==> src/hdl/dtcm_pkg.sv <==
package dtcm_pkg;
   // width configuration codes
   localparam logic [2:0] CFG_JOIN32 = 3'h0;
   localparam logic [2:0] CFG_RTC = 3'h1;
   localparam logic [2:0] CFG_SPLIT16 = 3'h4;
   // per-timer mode field codes
   localparam logic [1:0] MODE_ONESHOT = 2'h1;
   localparam logic [1:0] MODE_PERIODIC = 2'h2;
   localparam logic [1:0] MODE_EDGE = 2'h3;
   // edge event select codes
   localparam logic [1:0] EV_RISE = 2'h0;
   localparam logic [1:0] EV_FALL = 2'h1;
   localparam logic [1:0] EV_BOTH = 2'h3;
   // reset and load values
   localparam logic [15:0] LOAD_RST = 16'hFFFF;
   localparam logic [15:0] CNT_RST = 16'hFFFF;
   localparam logic [7:0] PRESC_RST = 8'h00;
   localparam logic [31:0] RTC_FIRST = 32'h00000001;
   localparam logic [31:0] ZERO32 = 32'h00000000;
   // real-time reference division
   localparam int RTC_REF_HZ = 32768;
   localparam int RTC_TICK_HZ = 1;
   localparam int RTC_DIV_DEF = RTC_REF_HZ / RTC_TICK_HZ;
   // status flag bit positions
   localparam int NFLAG = 5;
   localparam int FL_A_TO = 0;
   localparam int FL_A_MATCH = 1;
   localparam int FL_RTC = 2;
   localparam int FL_B_TO = 3;
   localparam int FL_B_MATCH = 4;
   // decoded operating width
   typedef enum logic [1:0] {OP_IDLE, OP_JOIN32, OP_RTC, OP_SPLIT16} dtcm_op_t;
endpackage

==> src/hdl/dtcm_top.sv <==
`timescale 1ns/1ps
`default_nettype none
// How it works
// 32-bit mode joins halves; A mode decides
// count down, reload joined load after zero
// one-shot clears enable, periodic keeps running
// zero sets timeout flag until cleared
// ADC trigger pulses only when enabled
// load write takes effect next clock
// debug stall freezes count during halt
// real-time counts up, first loads one
// even pin reference divided to 1 Hz
// match rolls count to zero, continues
// real-time match flag, cleared by clear bit
// stall override keeps real-time running
// config four gives two independent timers
// 16-bit down counter with 8-bit prescaler
// 16-bit zero reloads load and prescale
// prescale N gives N+1 clocks per count
// edge count on selected edges, no prescaler
// source holds level two clocks per edge
// each edge decrements; match sets flag
// after match reload, disable, ignore edges
// load minus match equals edge count
// config zero 32-bit, one real-time
// mode one is one-shot, two periodic
// capture bit zero, mode three: edge count
// reset: idle, counters and loads all ones
// interrupt high while any masked flag set
module dtcm_top
   import dtcm_pkg::*;
#(
   parameter int RTC_DIV = RTC_DIV_DEF
)
(
   // clock and reset
   input wire logic CLK_SYS,
   input wire logic RST_N,
   // configuration levels
   input wire logic [2:0] WIDTH_CFG,
   input wire logic [1:0] A_MODE,
   input wire logic A_CAP_MODE,
   input wire logic [1:0] B_MODE,
   input wire logic B_CAP_MODE,
   input wire logic [1:0] A_EVENT,
   input wire logic [1:0] B_EVENT,
   input wire logic A_ADC_TRIG_EN,
   input wire logic B_ADC_TRIG_EN,
   input wire logic A_DEBUG_STALL,
   input wire logic B_DEBUG_STALL,
   input wire logic RTC_STALL_OVR,
   input wire logic [15:0] A_MATCH,
   input wire logic [15:0] B_MATCH,
   input wire logic [4:0] IRQ_MASK,
   // enable strobes
   input wire logic A_ENABLE_SET,
   input wire logic A_ENABLE_CLR,
   input wire logic B_ENABLE_SET,
   input wire logic B_ENABLE_CLR,
   // load and prescale write strobes
   input wire logic A_LOAD_WR,
   input wire logic [15:0] A_LOAD_DATA,
   input wire logic B_LOAD_WR,
   input wire logic [15:0] B_LOAD_DATA,
   input wire logic A_PRESC_WR,
   input wire logic [7:0] A_PRESC_DATA,
   input wire logic B_PRESC_WR,
   input wire logic [7:0] B_PRESC_DATA,
   // flag clear strobes
   input wire logic [4:0] IRQ_CLEAR,
   // debug and capture pins
   input wire logic CPU_HALT,
   input wire logic CCP_EVEN,
   input wire logic CCP_ODD,
   // status outputs
   output logic A_ENABLE,
   output logic B_ENABLE,
   output logic [15:0] A_COUNT,
   output logic [15:0] B_COUNT,
   output logic [4:0] RAW_STATUS,
   output logic [4:0] MASKED_STATUS,
   output logic IRQ,
   output logic ADC_TRIG_A,
   output logic ADC_TRIG_B
);
   dtcm_op_t op;
   logic [15:0] cnt_r [2], cnt_nxt [2], load_r [2], load_wdata [2], match [2];
   logic [7:0] presc_r [2];
   logic [1:0] en_r, hw_clr, to_ev, match_ev, presc_run, presc_reload, presc_tick;
   logic [1:0] edge_ev, stall, load_wr, cap_mode, en_set, en_clr, trig_r;
   logic [1:0] mode [2];
   logic [31:0] cnt32, load32, match32;
   logic [4:0] raw_r, raw_nxt, masked_r;
   logic [15:0] div_r;
   logic rtc_ev, stall_rtc, rtc_seen_r, rtc_first, ref_edge, rtc_tick, irq_r;

   // gather per-timer inputs so one loop serves both halves
   assign load_wr = {B_LOAD_WR, A_LOAD_WR};
   assign load_wdata[0] = A_LOAD_DATA;
   assign load_wdata[1] = B_LOAD_DATA;
   assign mode[0] = A_MODE;
   assign mode[1] = B_MODE;
   assign cap_mode = {B_CAP_MODE, A_CAP_MODE};
   assign en_set = {B_ENABLE_SET, A_ENABLE_SET};
   assign en_clr = {B_ENABLE_CLR, A_ENABLE_CLR};
   assign match[0] = A_MATCH;
   assign match[1] = B_MATCH;
   assign cnt32 = {cnt_r[1], cnt_r[0]};
   assign load32 = {load_r[1], load_r[0]};
   assign match32 = {match[1], match[0]}; // joined match, A in low half

   // width decode; unlisted codes leave the module idle
   always_comb begin
      unique case (WIDTH_CFG)
         CFG_JOIN32: op = OP_JOIN32;
         CFG_RTC: op = OP_RTC;
         CFG_SPLIT16: op = OP_SPLIT16;
         default: op = OP_IDLE;
      endcase
   end

   // halt freezes a timer only if its stall bit is set
   assign stall = {CPU_HALT & B_DEBUG_STALL, CPU_HALT & A_DEBUG_STALL};
   assign stall_rtc = CPU_HALT & (A_DEBUG_STALL | B_DEBUG_STALL) & ~RTC_STALL_OVR;

   // edge detectors on the capture pins
   dtcm_edge u_edge_a (
      .clk(CLK_SYS),
      .rst_n(RST_N),
      .pin(CCP_EVEN),
      .sel(A_EVENT),
      .edge_pulse(edge_ev[0])
   );
   dtcm_edge u_edge_b (
      .clk(CLK_SYS),
      .rst_n(RST_N),
      .pin(CCP_ODD),
      .sel(B_EVENT),
      .edge_pulse(edge_ev[1])
   );
   // the reference clock is sampled, not used as a clock, so it needs no crossing
   dtcm_edge u_edge_ref (
      .clk(CLK_SYS),
      .rst_n(RST_N),
      .pin(CCP_EVEN),
      .sel(EV_RISE),
      .edge_pulse(ref_edge)
   );

   // prescalers, used only by 16-bit one-shot and periodic timers
   dtcm_presc u_presc_a (
      .clk(CLK_SYS),
      .rst_n(RST_N),
      .run(presc_run[0]),
      .reload(presc_reload[0]),
      .value(presc_r[0]),
      .tick(presc_tick[0])
   );
   dtcm_presc u_presc_b (
      .clk(CLK_SYS),
      .rst_n(RST_N),
      .run(presc_run[1]),
      .reload(presc_reload[1]),
      .value(presc_r[1]),
      .tick(presc_tick[1])
   );

   // reference divider: one tick per RTC_DIV reference edges
   always_ff @(posedge CLK_SYS or negedge RST_N) begin
      if (!RST_N) begin
         div_r <= 16'h0000;
      end else if (op != OP_RTC || !en_r[0]) begin
         div_r <= 16'h0000;
      end else if (ref_edge && !stall_rtc) begin
         div_r <= rtc_tick ? 16'h0000 : div_r + 16'h0001;
      end
   end
   assign rtc_tick = ref_edge & ~stall_rtc & (div_r == 16'(RTC_DIV - 1));

   // the real-time start value is forced once only, on first selection
   assign rtc_first = (op == OP_RTC) & ~rtc_seen_r;
   always_ff @(posedge CLK_SYS or negedge RST_N) begin
      if (!RST_N) begin
         rtc_seen_r <= 1'b0;
      end else if (op == OP_RTC) begin
         rtc_seen_r <= 1'b1;
      end
   end

   // next count and events for every mode
   always_comb begin
      cnt_nxt = cnt_r;
      hw_clr = 2'b00;
      to_ev = 2'b00;
      match_ev = 2'b00;
      rtc_ev = 1'b0;
      presc_run = 2'b00;
      presc_reload = 2'b00;
      unique case (op)
         OP_JOIN32: begin
            // timer B mode is ignored here
            if (en_r[0] && !stall[0]) begin
               if (cnt32 == ZERO32) begin
                  {cnt_nxt[1], cnt_nxt[0]} = load32;
                  to_ev[0] = 1'b1;
                  hw_clr[0] = (mode[0] == MODE_ONESHOT);
               end else begin
                  {cnt_nxt[1], cnt_nxt[0]} = cnt32 - 32'h00000001;
               end
            end
         end
         OP_RTC: begin
            if (rtc_first) begin
               {cnt_nxt[1], cnt_nxt[0]} = RTC_FIRST;
            end else if (en_r[0] && rtc_tick) begin
               if (cnt32 == match32) begin
                  {cnt_nxt[1], cnt_nxt[0]} = ZERO32;
                  rtc_ev = 1'b1;
               end else begin
                  {cnt_nxt[1], cnt_nxt[0]} = cnt32 + 32'h00000001;
               end
            end
         end
         OP_SPLIT16: begin
            for (int i = 0; i < 2; i++) begin
               if (mode[i] == MODE_ONESHOT || mode[i] == MODE_PERIODIC) begin
                  presc_run[i] = en_r[i] & ~stall[i];
                  presc_reload[i] = load_wr[i];
                  if (presc_tick[i]) begin
                     if (cnt_r[i] == 16'h0000) begin
                        cnt_nxt[i] = load_r[i];
                        presc_reload[i] = 1'b1;
                        to_ev[i] = 1'b1;
                        hw_clr[i] = (mode[i] == MODE_ONESHOT);
                     end else begin
                        cnt_nxt[i] = cnt_r[i] - 16'h0001;
                     end
                  end
               end else if (mode[i] == MODE_EDGE && !cap_mode[i]) begin
                  // no prescaler here; edges step the count directly
                  if (en_r[i] && edge_ev[i] && !stall[i]) begin
                     cnt_nxt[i] = cnt_r[i] - 16'h0001;
                     if (cnt_nxt[i] == match[i]) begin
                        cnt_nxt[i] = load_r[i];
                        match_ev[i] = 1'b1;
                        hw_clr[i] = 1'b1;
                     end
                  end
               end
            end
         end
         OP_IDLE: cnt_nxt = cnt_r; // an idle module holds its count
      endcase
   end

   // counters; a load write overrides counting, except in real-time mode
   always_ff @(posedge CLK_SYS or negedge RST_N) begin
      if (!RST_N) begin
         cnt_r[0] <= CNT_RST;
         cnt_r[1] <= CNT_RST;
      end else begin
         for (int i = 0; i < 2; i++) begin
            if (load_wr[i] && op != OP_RTC) begin
               cnt_r[i] <= load_wdata[i];
            end else begin
               cnt_r[i] <= cnt_nxt[i];
            end
         end
      end
   end

   // interval load and prescale registers
   always_ff @(posedge CLK_SYS or negedge RST_N) begin
      if (!RST_N) begin
         load_r[0] <= LOAD_RST;
         load_r[1] <= LOAD_RST;
         presc_r[0] <= PRESC_RST;
         presc_r[1] <= PRESC_RST;
      end else begin
         if (A_LOAD_WR) load_r[0] <= A_LOAD_DATA;
         if (B_LOAD_WR) load_r[1] <= B_LOAD_DATA;
         if (A_PRESC_WR) presc_r[0] <= A_PRESC_DATA;
         if (B_PRESC_WR) presc_r[1] <= B_PRESC_DATA;
      end
   end

   // enables: a software set in the same cycle as a hardware stop wins
   always_ff @(posedge CLK_SYS or negedge RST_N) begin
      if (!RST_N) begin
         en_r <= 2'b00;
      end else begin
         en_r <= en_set | (en_r & ~en_clr & ~hw_clr);
      end
   end

   // sticky flags: a new event beats a clear in the same cycle
   always_comb begin
      raw_nxt = raw_r & ~IRQ_CLEAR;
      raw_nxt[FL_A_TO] = raw_nxt[FL_A_TO] | to_ev[0];
      raw_nxt[FL_B_TO] = raw_nxt[FL_B_TO] | to_ev[1];
      raw_nxt[FL_A_MATCH] = raw_nxt[FL_A_MATCH] | match_ev[0];
      raw_nxt[FL_B_MATCH] = raw_nxt[FL_B_MATCH] | match_ev[1];
      raw_nxt[FL_RTC] = raw_nxt[FL_RTC] | rtc_ev;
   end

   always_ff @(posedge CLK_SYS or negedge RST_N) begin
      if (!RST_N) begin
         raw_r <= 5'h00;
         masked_r <= 5'h00;
         irq_r <= 1'b0;
      end else begin
         raw_r <= raw_nxt;
         masked_r <= raw_nxt & IRQ_MASK;
         irq_r <= |(raw_nxt & IRQ_MASK);
      end
   end

   // ADC trigger pulses, one clock per time-out
   always_ff @(posedge CLK_SYS or negedge RST_N) begin
      if (!RST_N) begin
         trig_r <= 2'b00;
      end else begin
         trig_r <= to_ev & {B_ADC_TRIG_EN, A_ADC_TRIG_EN};
      end
   end

   assign {B_ENABLE, A_ENABLE} = en_r;
   assign A_COUNT = cnt_r[0];
   assign B_COUNT = cnt_r[1];
   assign RAW_STATUS = raw_r;
   assign MASKED_STATUS = masked_r;
   assign IRQ = irq_r;
   assign {ADC_TRIG_B, ADC_TRIG_A} = trig_r;
endmodule
`default_nettype wire

==> src/hdl/dtcm_edge.sv <==
`timescale 1ns/1ps
`default_nettype none
module dtcm_edge
   import dtcm_pkg::*;
(
   // clock and reset
   input wire logic clk,
   input wire logic rst_n,
   // pin and selection
   input wire logic pin,
   input wire logic [1:0] sel,
   // one-cycle event
   output logic edge_pulse
);
   logic prev_r;
   logic primed_r;
   logic rise;
   logic fall;

   // the first sampled level is not an edge, so a pin high at reset is not counted
   always_ff @(posedge clk or negedge rst_n) begin
      if (!rst_n) begin
         prev_r <= 1'b0;
         primed_r <= 1'b0;
      end else begin
         prev_r <= pin;
         primed_r <= 1'b1;
      end
   end

   assign rise = primed_r & pin & ~prev_r;
   assign fall = primed_r & ~pin & prev_r;

   // select which transitions count
   always_comb begin
      unique case (sel)
         EV_RISE: edge_pulse = rise;
         EV_FALL: edge_pulse = fall;
         EV_BOTH: edge_pulse = rise | fall;
         default: edge_pulse = 1'b0; // code 2 is not a valid selection
      endcase
   end
endmodule
`default_nettype wire

==> src/hdl/dtcm_presc.sv <==
`timescale 1ns/1ps
`default_nettype none
module dtcm_presc
   import dtcm_pkg::*;
(
   // clock and reset
   input wire logic clk,
   input wire logic rst_n,
   // control
   input wire logic run,
   input wire logic reload,
   input wire logic [7:0] value,
   // one count step
   output logic tick
);
   logic [7:0] cnt_r;

   // tick every value+1 clocks while running
   assign tick = run & (cnt_r == 8'h00);

   always_ff @(posedge clk or negedge rst_n) begin
      if (!rst_n) begin
         cnt_r <= PRESC_RST;
      end else if (reload) begin
         cnt_r <= value;
      end else if (run) begin
         cnt_r <= tick ? value : cnt_r - 8'h01;
      end
   end
endmodule
`default_nettype wire

==> config.mk <==
export PLATFORM = sky130hd
export DESIGN_NAME = dtcm_top
export DESIGN_NICKNAME = d
export VERILOG_FILES = /design/src/hdl/dtcm_pkg.sv /design/src/hdl/dtcm_top.sv /design/src/hdl/dtcm_edge.sv /design/src/hdl/dtcm_presc.sv
export SDC_FILE = /design/constraint.sdc
export NUM_CORES = 1
export LEC_CHECK = 0
export ABC_CLOCK_PERIOD_IN_PS = 6000
export BUFFER_PORTS_ARGS = -buffer_cell sky130_fd_sc_hd__buf_2
export CELL_PAD_IN_SITES_DETAIL_PLACEMENT = 1
export CELL_PAD_IN_SITES_GLOBAL_PLACEMENT = 1
export CORE_MARGIN = 2
export CORE_UTILIZATION = 47
export CTS_CLUSTER_DIAMETER = 80
export CTS_CLUSTER_SIZE = 14
export DETAILED_ROUTE_END_ITERATION = 7
export PLACE_DENSITY_LB_ADDON = 0.1
export REMOVE_ABC_BUFFERS = 1
export SYNTH_ARGS = -nofsm -noshare
export SYNTH_HDL_FRONTEND = slang
export SYNTH_HIERARCHICAL = 1
export SYNTH_SLANG_ARGS = --single-unit
==> constraint.sdc <==
create_clock -name CLK_SYS -period 6 [get_ports CLK_SYS]
set_clock_uncertainty 0.05 [all_clocks]
set_input_delay 0.9 -clock CLK_SYS [delete_from_list [all_inputs] [get_ports CLK_SYS]]
set_output_delay 0.9 -clock CLK_SYS [all_outputs]
set_load 0.005 [all_outputs]
* Word level (Yosys, flattened, before mapping)
Cells that the tools add are included.
Storage, ports and cells: output and inout bits 47, flip-flop bits (word level) 131, bits of input ports 121, logic and storage cells 212
Cells by class: $add $sub $neg 7, eq/ne operators 32, mux-type cells 75, bitwise logic cells 45, reduce and logical (&&, ||, !) cells 35
Operators by type and width (number):
- 16-bit two-way mux | 17
- 32-bit two-way mux | 5
- 32-bit one-hot mux with 3 select lines | 1
- 8-bit two-way mux | 6
- 1-bit two-way mux | 38
- 32-bit by 1-bit adder with 32-bit output (second input constant) | 1
- 16-bit == test | 2
- 32-bit == test | 1
- 16-bit logical NOT | 2
- 32-bit logical NOT | 1
- 16-bit by 1-bit subtractor with 16-bit output (second input constant) | 2
- 32-bit by 1-bit subtractor with 32-bit output (second input constant) | 1
- 1-bit AND | 19
- 16-bit by 1-bit adder with 16-bit output (second input constant) | 1
- 16-bit by 15-bit == test with 1-bit output (second input constant) | 1
- 2-bit == test (second input constant) | 8
- 8-bit logical NOT | 2
- 4-bit != test (second input constant) | 4
- 8-bit by 1-bit subtractor with 8-bit output (second input constant) | 2
- 6-bit AND reduction | 2
- 1-bit logical AND | 11
- 5-bit AND | 2
- 2-bit by 1-bit == test with 1-bit output (second input constant) | 5
- 1-bit NOT | 9
- 21 further kinds | 51

* Longest topological paths before layout
word-level depth 14, mapped depth 16, depth with buffers taken out 14

* Modules after synthesis
Netlist, hierarchy kept.
By module, submodules not included:
- dtcm_top | cells each 1051, area each 9054.9 sq um, instances 1, sequential area each 2882.8 sq um
- dtcm_presc | cells each 63, area each 576.8 sq um, instances 2, sequential area each 200.2 sq um
- dtcm_edge | cells each 8, area each 90.1 sq um, instances 3, sequential area each 50.0 sq um

* Worst setup path before layout
OpenSTA, ideal clock, no wires.
path type input -> register, start input port B_MODE[1], end register cnt_r, in the netlist B_COUNT[14], data required time 5.868 ns, buffers on the path 1, library setup time 0.082 ns, setup slack 2.037 ns, data arrival time 3.831 ns, stages on the path 15, cells stage by stage inv_1 ha_1 clkbuf_1 nor2_1 and3_1 or3b_1 or3_4 clkinv_2 nand2b_1 a31oi_1 o21ai_1 nor2_1 o21ai_0 a221oi_2 nor2_1
Between the ends: longest elaborated chain between the ends 7, elaborated cells between the ends (all ways) 15
RTL lines:
- start, declared | RTL line dtcm_top.sv:43 | input wire logic [1:0] B_MODE,
- 2-bit by 1-bit == test with 1-bit output / 2-bit == test (equally long branches) | RTL line dtcm_top.sv:226 | if (mode[i] == MODE_ONESHOT || mode[i] == MODE_PERIODIC) begin
- 1-bit logical OR (*) | RTL line dtcm_top.sv:226
- 1-bit two-way mux (*) | RTL line dtcm_top.sv:226
- 2-bit two-way mux (*) | RTL line dtcm_top.sv:199 | unique case (op)
- named net presc_run[1] | RTL line dtcm_top.sv:89 | logic [1:0] en_r, hw_clr, to_ev, match_ev, presc_run, presc_reload, presc_tick;
- 1-bit AND (*) | RTL line dtcm_presc.sv:19 | assign tick = run & (cnt_r == 8'h00);
- named net presc_tick[1] | RTL line dtcm_top.sv:89
- 4-bit by 3-bit != test with 1-bit output (no source line) (*)
- 6-bit AND reduction (no source line) (*)
- end signal, assigned by index | RTL line dtcm_top.sv:264 | cnt_r[i] <= load_wdata[i];
- end signal, assigned by index | RTL line dtcm_top.sv:266 | cnt_r[i] <= cnt_nxt[i];
- end, declared | RTL line dtcm_top.sv:87 | logic [15:0] cnt_r [2], cnt_nxt [2], load_r [2], load_wdata [2], match [2];
The timed path passes the listed nets; every way through them passes the cells marked *. A chain may end at the register's enable or synchronous reset.

* Worst setup path after layout
start input port B_MODE[1], end register u_presc_b.cnt_r[0]
Between the ends: longest elaborated chain between the ends 9, elaborated cells between the ends (all ways) 13
RTL lines:
- 2-bit by 1-bit == test with 1-bit output / 2-bit == test (equally long branches) | RTL line dtcm_top.sv:226
- 1-bit logical OR (*) | RTL line dtcm_top.sv:226
- 1-bit two-way mux (*) | RTL line dtcm_top.sv:226
- 2-bit two-way mux (*) | RTL line dtcm_top.sv:199
- named net presc_run[1] | RTL line dtcm_top.sv:89
- 1-bit AND (*) | RTL line dtcm_presc.sv:19
- named net presc_tick[1] | RTL line dtcm_top.sv:89
- 1-bit two-way mux (*) | RTL line dtcm_top.sv:229 | if (presc_tick[i]) begin
- 1-bit two-way mux (*) | RTL line dtcm_top.sv:226
- 2-bit two-way mux (*) | RTL line dtcm_top.sv:199
- named net presc_reload[1] | RTL line dtcm_top.sv:89
- 8-bit two-way mux / 2-bit nonzero test (equally long branches)
- end signal, assigned | RTL line dtcm_presc.sv:25 | cnt_r <= value;
- end signal, assigned | RTL line dtcm_presc.sv:27 | cnt_r <= tick ? value : cnt_r - 8'h01;
- end, declared | RTL line dtcm_presc.sv:16 | logic [7:0] cnt_r;
The timed path passes the listed nets; every way through them passes the cells marked *. The select of a mux whose other input is x is not followed.

==> metrics <==
outcome=complete, no violations; clock latency at the later pin of the worst-skew pair=0.44 ns; Post-synth EDFFs=0; Final WS setup=around 1.1 ns; gr ovfl total=0; drt via density=around 6.4; most frequent cell after synthesis=nor2_1; top_reg_cell synth=dfrtp_1; clk sinks=134; post-placement worst setup slack=around 0.81 ns; largest net degree at the start of global routing=88; total CTS buffers=17; drt first pass iters=5; Psw=roughly 1.4 mW; TNS Setup=0 ns; startpoint types=input pin; final-report hold violation count=0; synth warn=6; Vert. Die Dim=~150 µm; Non-Filler Instances=between 1500 and 2000; Vias=10298; clock buffer depth=2; layout overhead on the synthesized area=14.9%; CP endpoint=u_presc_b/cnt_r[0]$_DFFE_PN0P_; FP Rows=54; DP Wirelength=~26000 µm; share of cells above drive strength 1=0.282; synth top area cells=dfrtp_1, dfstp_2, mux2_2; P per Cell Area=296 nW/µm²; CP max stage delay=0.50 ns; htree depth=4; Post-Synthesis Cells=1201; crit path from=B_MODE[1]; Total GRT Usage=0.321; CP Data Required Time=~6.3 ns; Reg power frac=0.390; number of routed nets with antenna violations=0; port bufs=approximately 170; sequential-to-total area share from yosys stat=0.328; initial antenna violation count=0; clock edge transition at the registers on the reported setup and hold paths=around 0.060 ns; Post-CTS Setup Bufs=0; CTS tree=built; Period minus WS final=4.90 ns; Pint=~2.2 mW; unrepaired setup endpoints after global routing=false; Crit Path Category=in2reg; Lkg Pwr=slightly below 5 nW; synthesized area=10500 µm²; most frequent cells after synthesis=nor2_1, nand2_1, dfrtp_1, dfstp_2, xnor2_1; first-pass GRT wire length=between 50000 and 60000 µm; asr flop ratio synth=1.00; initial drt markers=832; initial core utilization=0.480; CORE AREA=between 20000 and 25000 µm²; DR WL/cell=~23 µm; ANT cells=0; switch share=0.380; DRT Wirelength=around 38000 µm; DRC=0; # resized after CTS=0; num ports=approximately 170; maxcap violations=0; full die area=~24000 µm²; die width=153 µm; Slew Viols, Final=0; critical path cell sequence=buf_2, inv_1, ha_1, nor2_1, and3_1, or3b_1, or3_4, clkinv_2, nand2b_1, nor3_1, a21o_1, inv_1, o31ai_2, nor3_1, a211o_1; Post-layout nets=1459; Slew headroom=0.144; syn_area_per_cell=approximately 8.7 µm²; worst r2r src=B_COUNT[0]$_DFFE_PN1P_; Unique masters post-synth=92; max frequency=0.204 GHz; Crit Path Max Fanout=11; critical register-to-register path endpoint=B_COUNT[11]$_DFFE_PN1P_; Slew @ Worst Pin=1.27 ns; Max IR drop VDD=between 0.00015 and 0.0002 V; Yosys top cell area share=0.167; vias in the first global route=10617; GPL Wtd Cong=~0.98; post-synth top area cell=dfrtp_1; clock root buffer=clkbuf_16; reg-to-reg setup timing slack=1.67 ns; Setup-failing EPs final=0; Placed Cells=about 1600; Worst path slowest cell=and3_1; Post-CTS Hold Buffers=0; Hold Crit Class=reg2reg; CP endpoint kind=flop; R2R depth=11; Worst EP arrival=approximately 5.2 ns; clock network fraction of design power=0.320; FF+latch count, synth=around 130; Tcrit/Tclk final=0.817; Comb power frac=0.291
-- layout by cell type, fill, tap and decap left out, types with 7 or more instances in the layout --
cell type    n
buf_2      166
nor2_1     109
nand2_1     91
dfrtp_1     70
dfstp_2     64
xnor2_1     60
xor2_1      58
a21oi_1     54
o21ai_0     50
mux2_2      48
nand3_1     43
inv_1       42
nor3_1      28
nand4_1     26
a211oi_1    21
nand2b_1    19
a221oi_1    19
and2_1      17
and3_1      17
o211ai_1    17
clkbuf_16   17
nor4_1      16
mux2i_1     15
buf_4       15
a31oi_1     14
ha_1        13
or3_1       12
o22ai_1     11
o21a_1       9
a22oi_1      8
a32oi_1      8
conb_1       8
or4_1        7
a211o_1      7
-- routing by layer --
metal	global-route usage	routed length, µm	vias up
met4	0.109	986	0
li1	-	-	4650
met3	0.0502	2570	74
met5	0	0	-
met1	0.445	16600	5156
met2	0.511	17400	418
-- registers in the layout, summed over array words and instances (netlist names), 2 cells and up --
signal and flops:
trig_r 2, MASKED_STATUS 5, en_r 2, RAW_STATUS 5, presc_r 16, load32 32, u_presc_a/cnt_r 8, A_COUNT 16
B_COUNT 16, div_r 16, u_presc_b/cnt_r 8
-- cells by family after synthesis --
group	synth area share
and+or+nand+nor	0.239
AOI/OAI and AO/OA	0.198
DFF	0.328
buffers and inverters	0.0522
xor gates and xnor gates	0.0986
muxes	0.0673
adders and majority gates	0.0155
other	0.00143
-- worst min-delay path by stage --
stage                                       from                              to  slack [ns]  cells after the start
after floorplan           rtc_seen_r$_DFFE_PN0P_          rtc_seen_r$_DFFE_PN0P_        0.38                      1
after global placement    rtc_seen_r$_DFFE_PN0P_          rtc_seen_r$_DFFE_PN0P_        0.41                      1
after detailed placement  rtc_seen_r$_DFFE_PN0P_          rtc_seen_r$_DFFE_PN0P_        0.41                      1
after CTS                 presc_r[0]$_DFFE_PN0P_  u_presc_b/cnt_r[0]$_DFFE_PN0P_        0.45                      1
after global routing       load32[1]$_DFFE_PN1P_           load32[1]$_DFFE_PN1P_        0.48                      2
final                     presc_r[0]$_DFFE_PN0P_  u_presc_b/cnt_r[0]$_DFFE_PN0P_        0.45                      1
-- area by class of cell --
type / count / area [µm²]
tap: 280 / 350
inverter: 44 / 168
fill: 2648 / 9780
sequential: 134 / 3430
timing repair buffer: 182 / 955
clock inverter: 14 / 185
clock buffer: 18 / 429
multi-input combinational: 946 / 6520
-- worst max-delay path, delay by kind of cell --
kind | cells | cell delay [ns]
AO/OA/AOI/OAI | 3 | 0.89
AND/OR/NAND/NOR | 7 | 2.41
adder cells (fa/ha/maj) | 1 | 0.44
buffers and inverters | 4 | 0.52
-- power groups by stage --
stage	logic [mW]	clock network, mW	registers (mW)
final	1.04	1.14	1.39
after global routing	1.14	1.18	1.42
after CTS	1.03	1.15	1.38
after floorplan	0.685	0	1.30
after global placement	0.981	0	1.39
after detailed placement	1.02	0	1.39
-- per-stage QoR --
stage,utilization,area (µm²),hold slack (ns),power [mW]
final,0.552,12000,0.447,3.57
after global routing,0.552,12000,0.480,3.75
after CTS,0.552,12000,0.450,3.57
after detailed placement,0.524,11400,0.409,2.41
after global placement,0.524,11400,0.406,2.37
after floorplan,-,10100,0.376,1.99
Power figures use the tool's default switching activity.
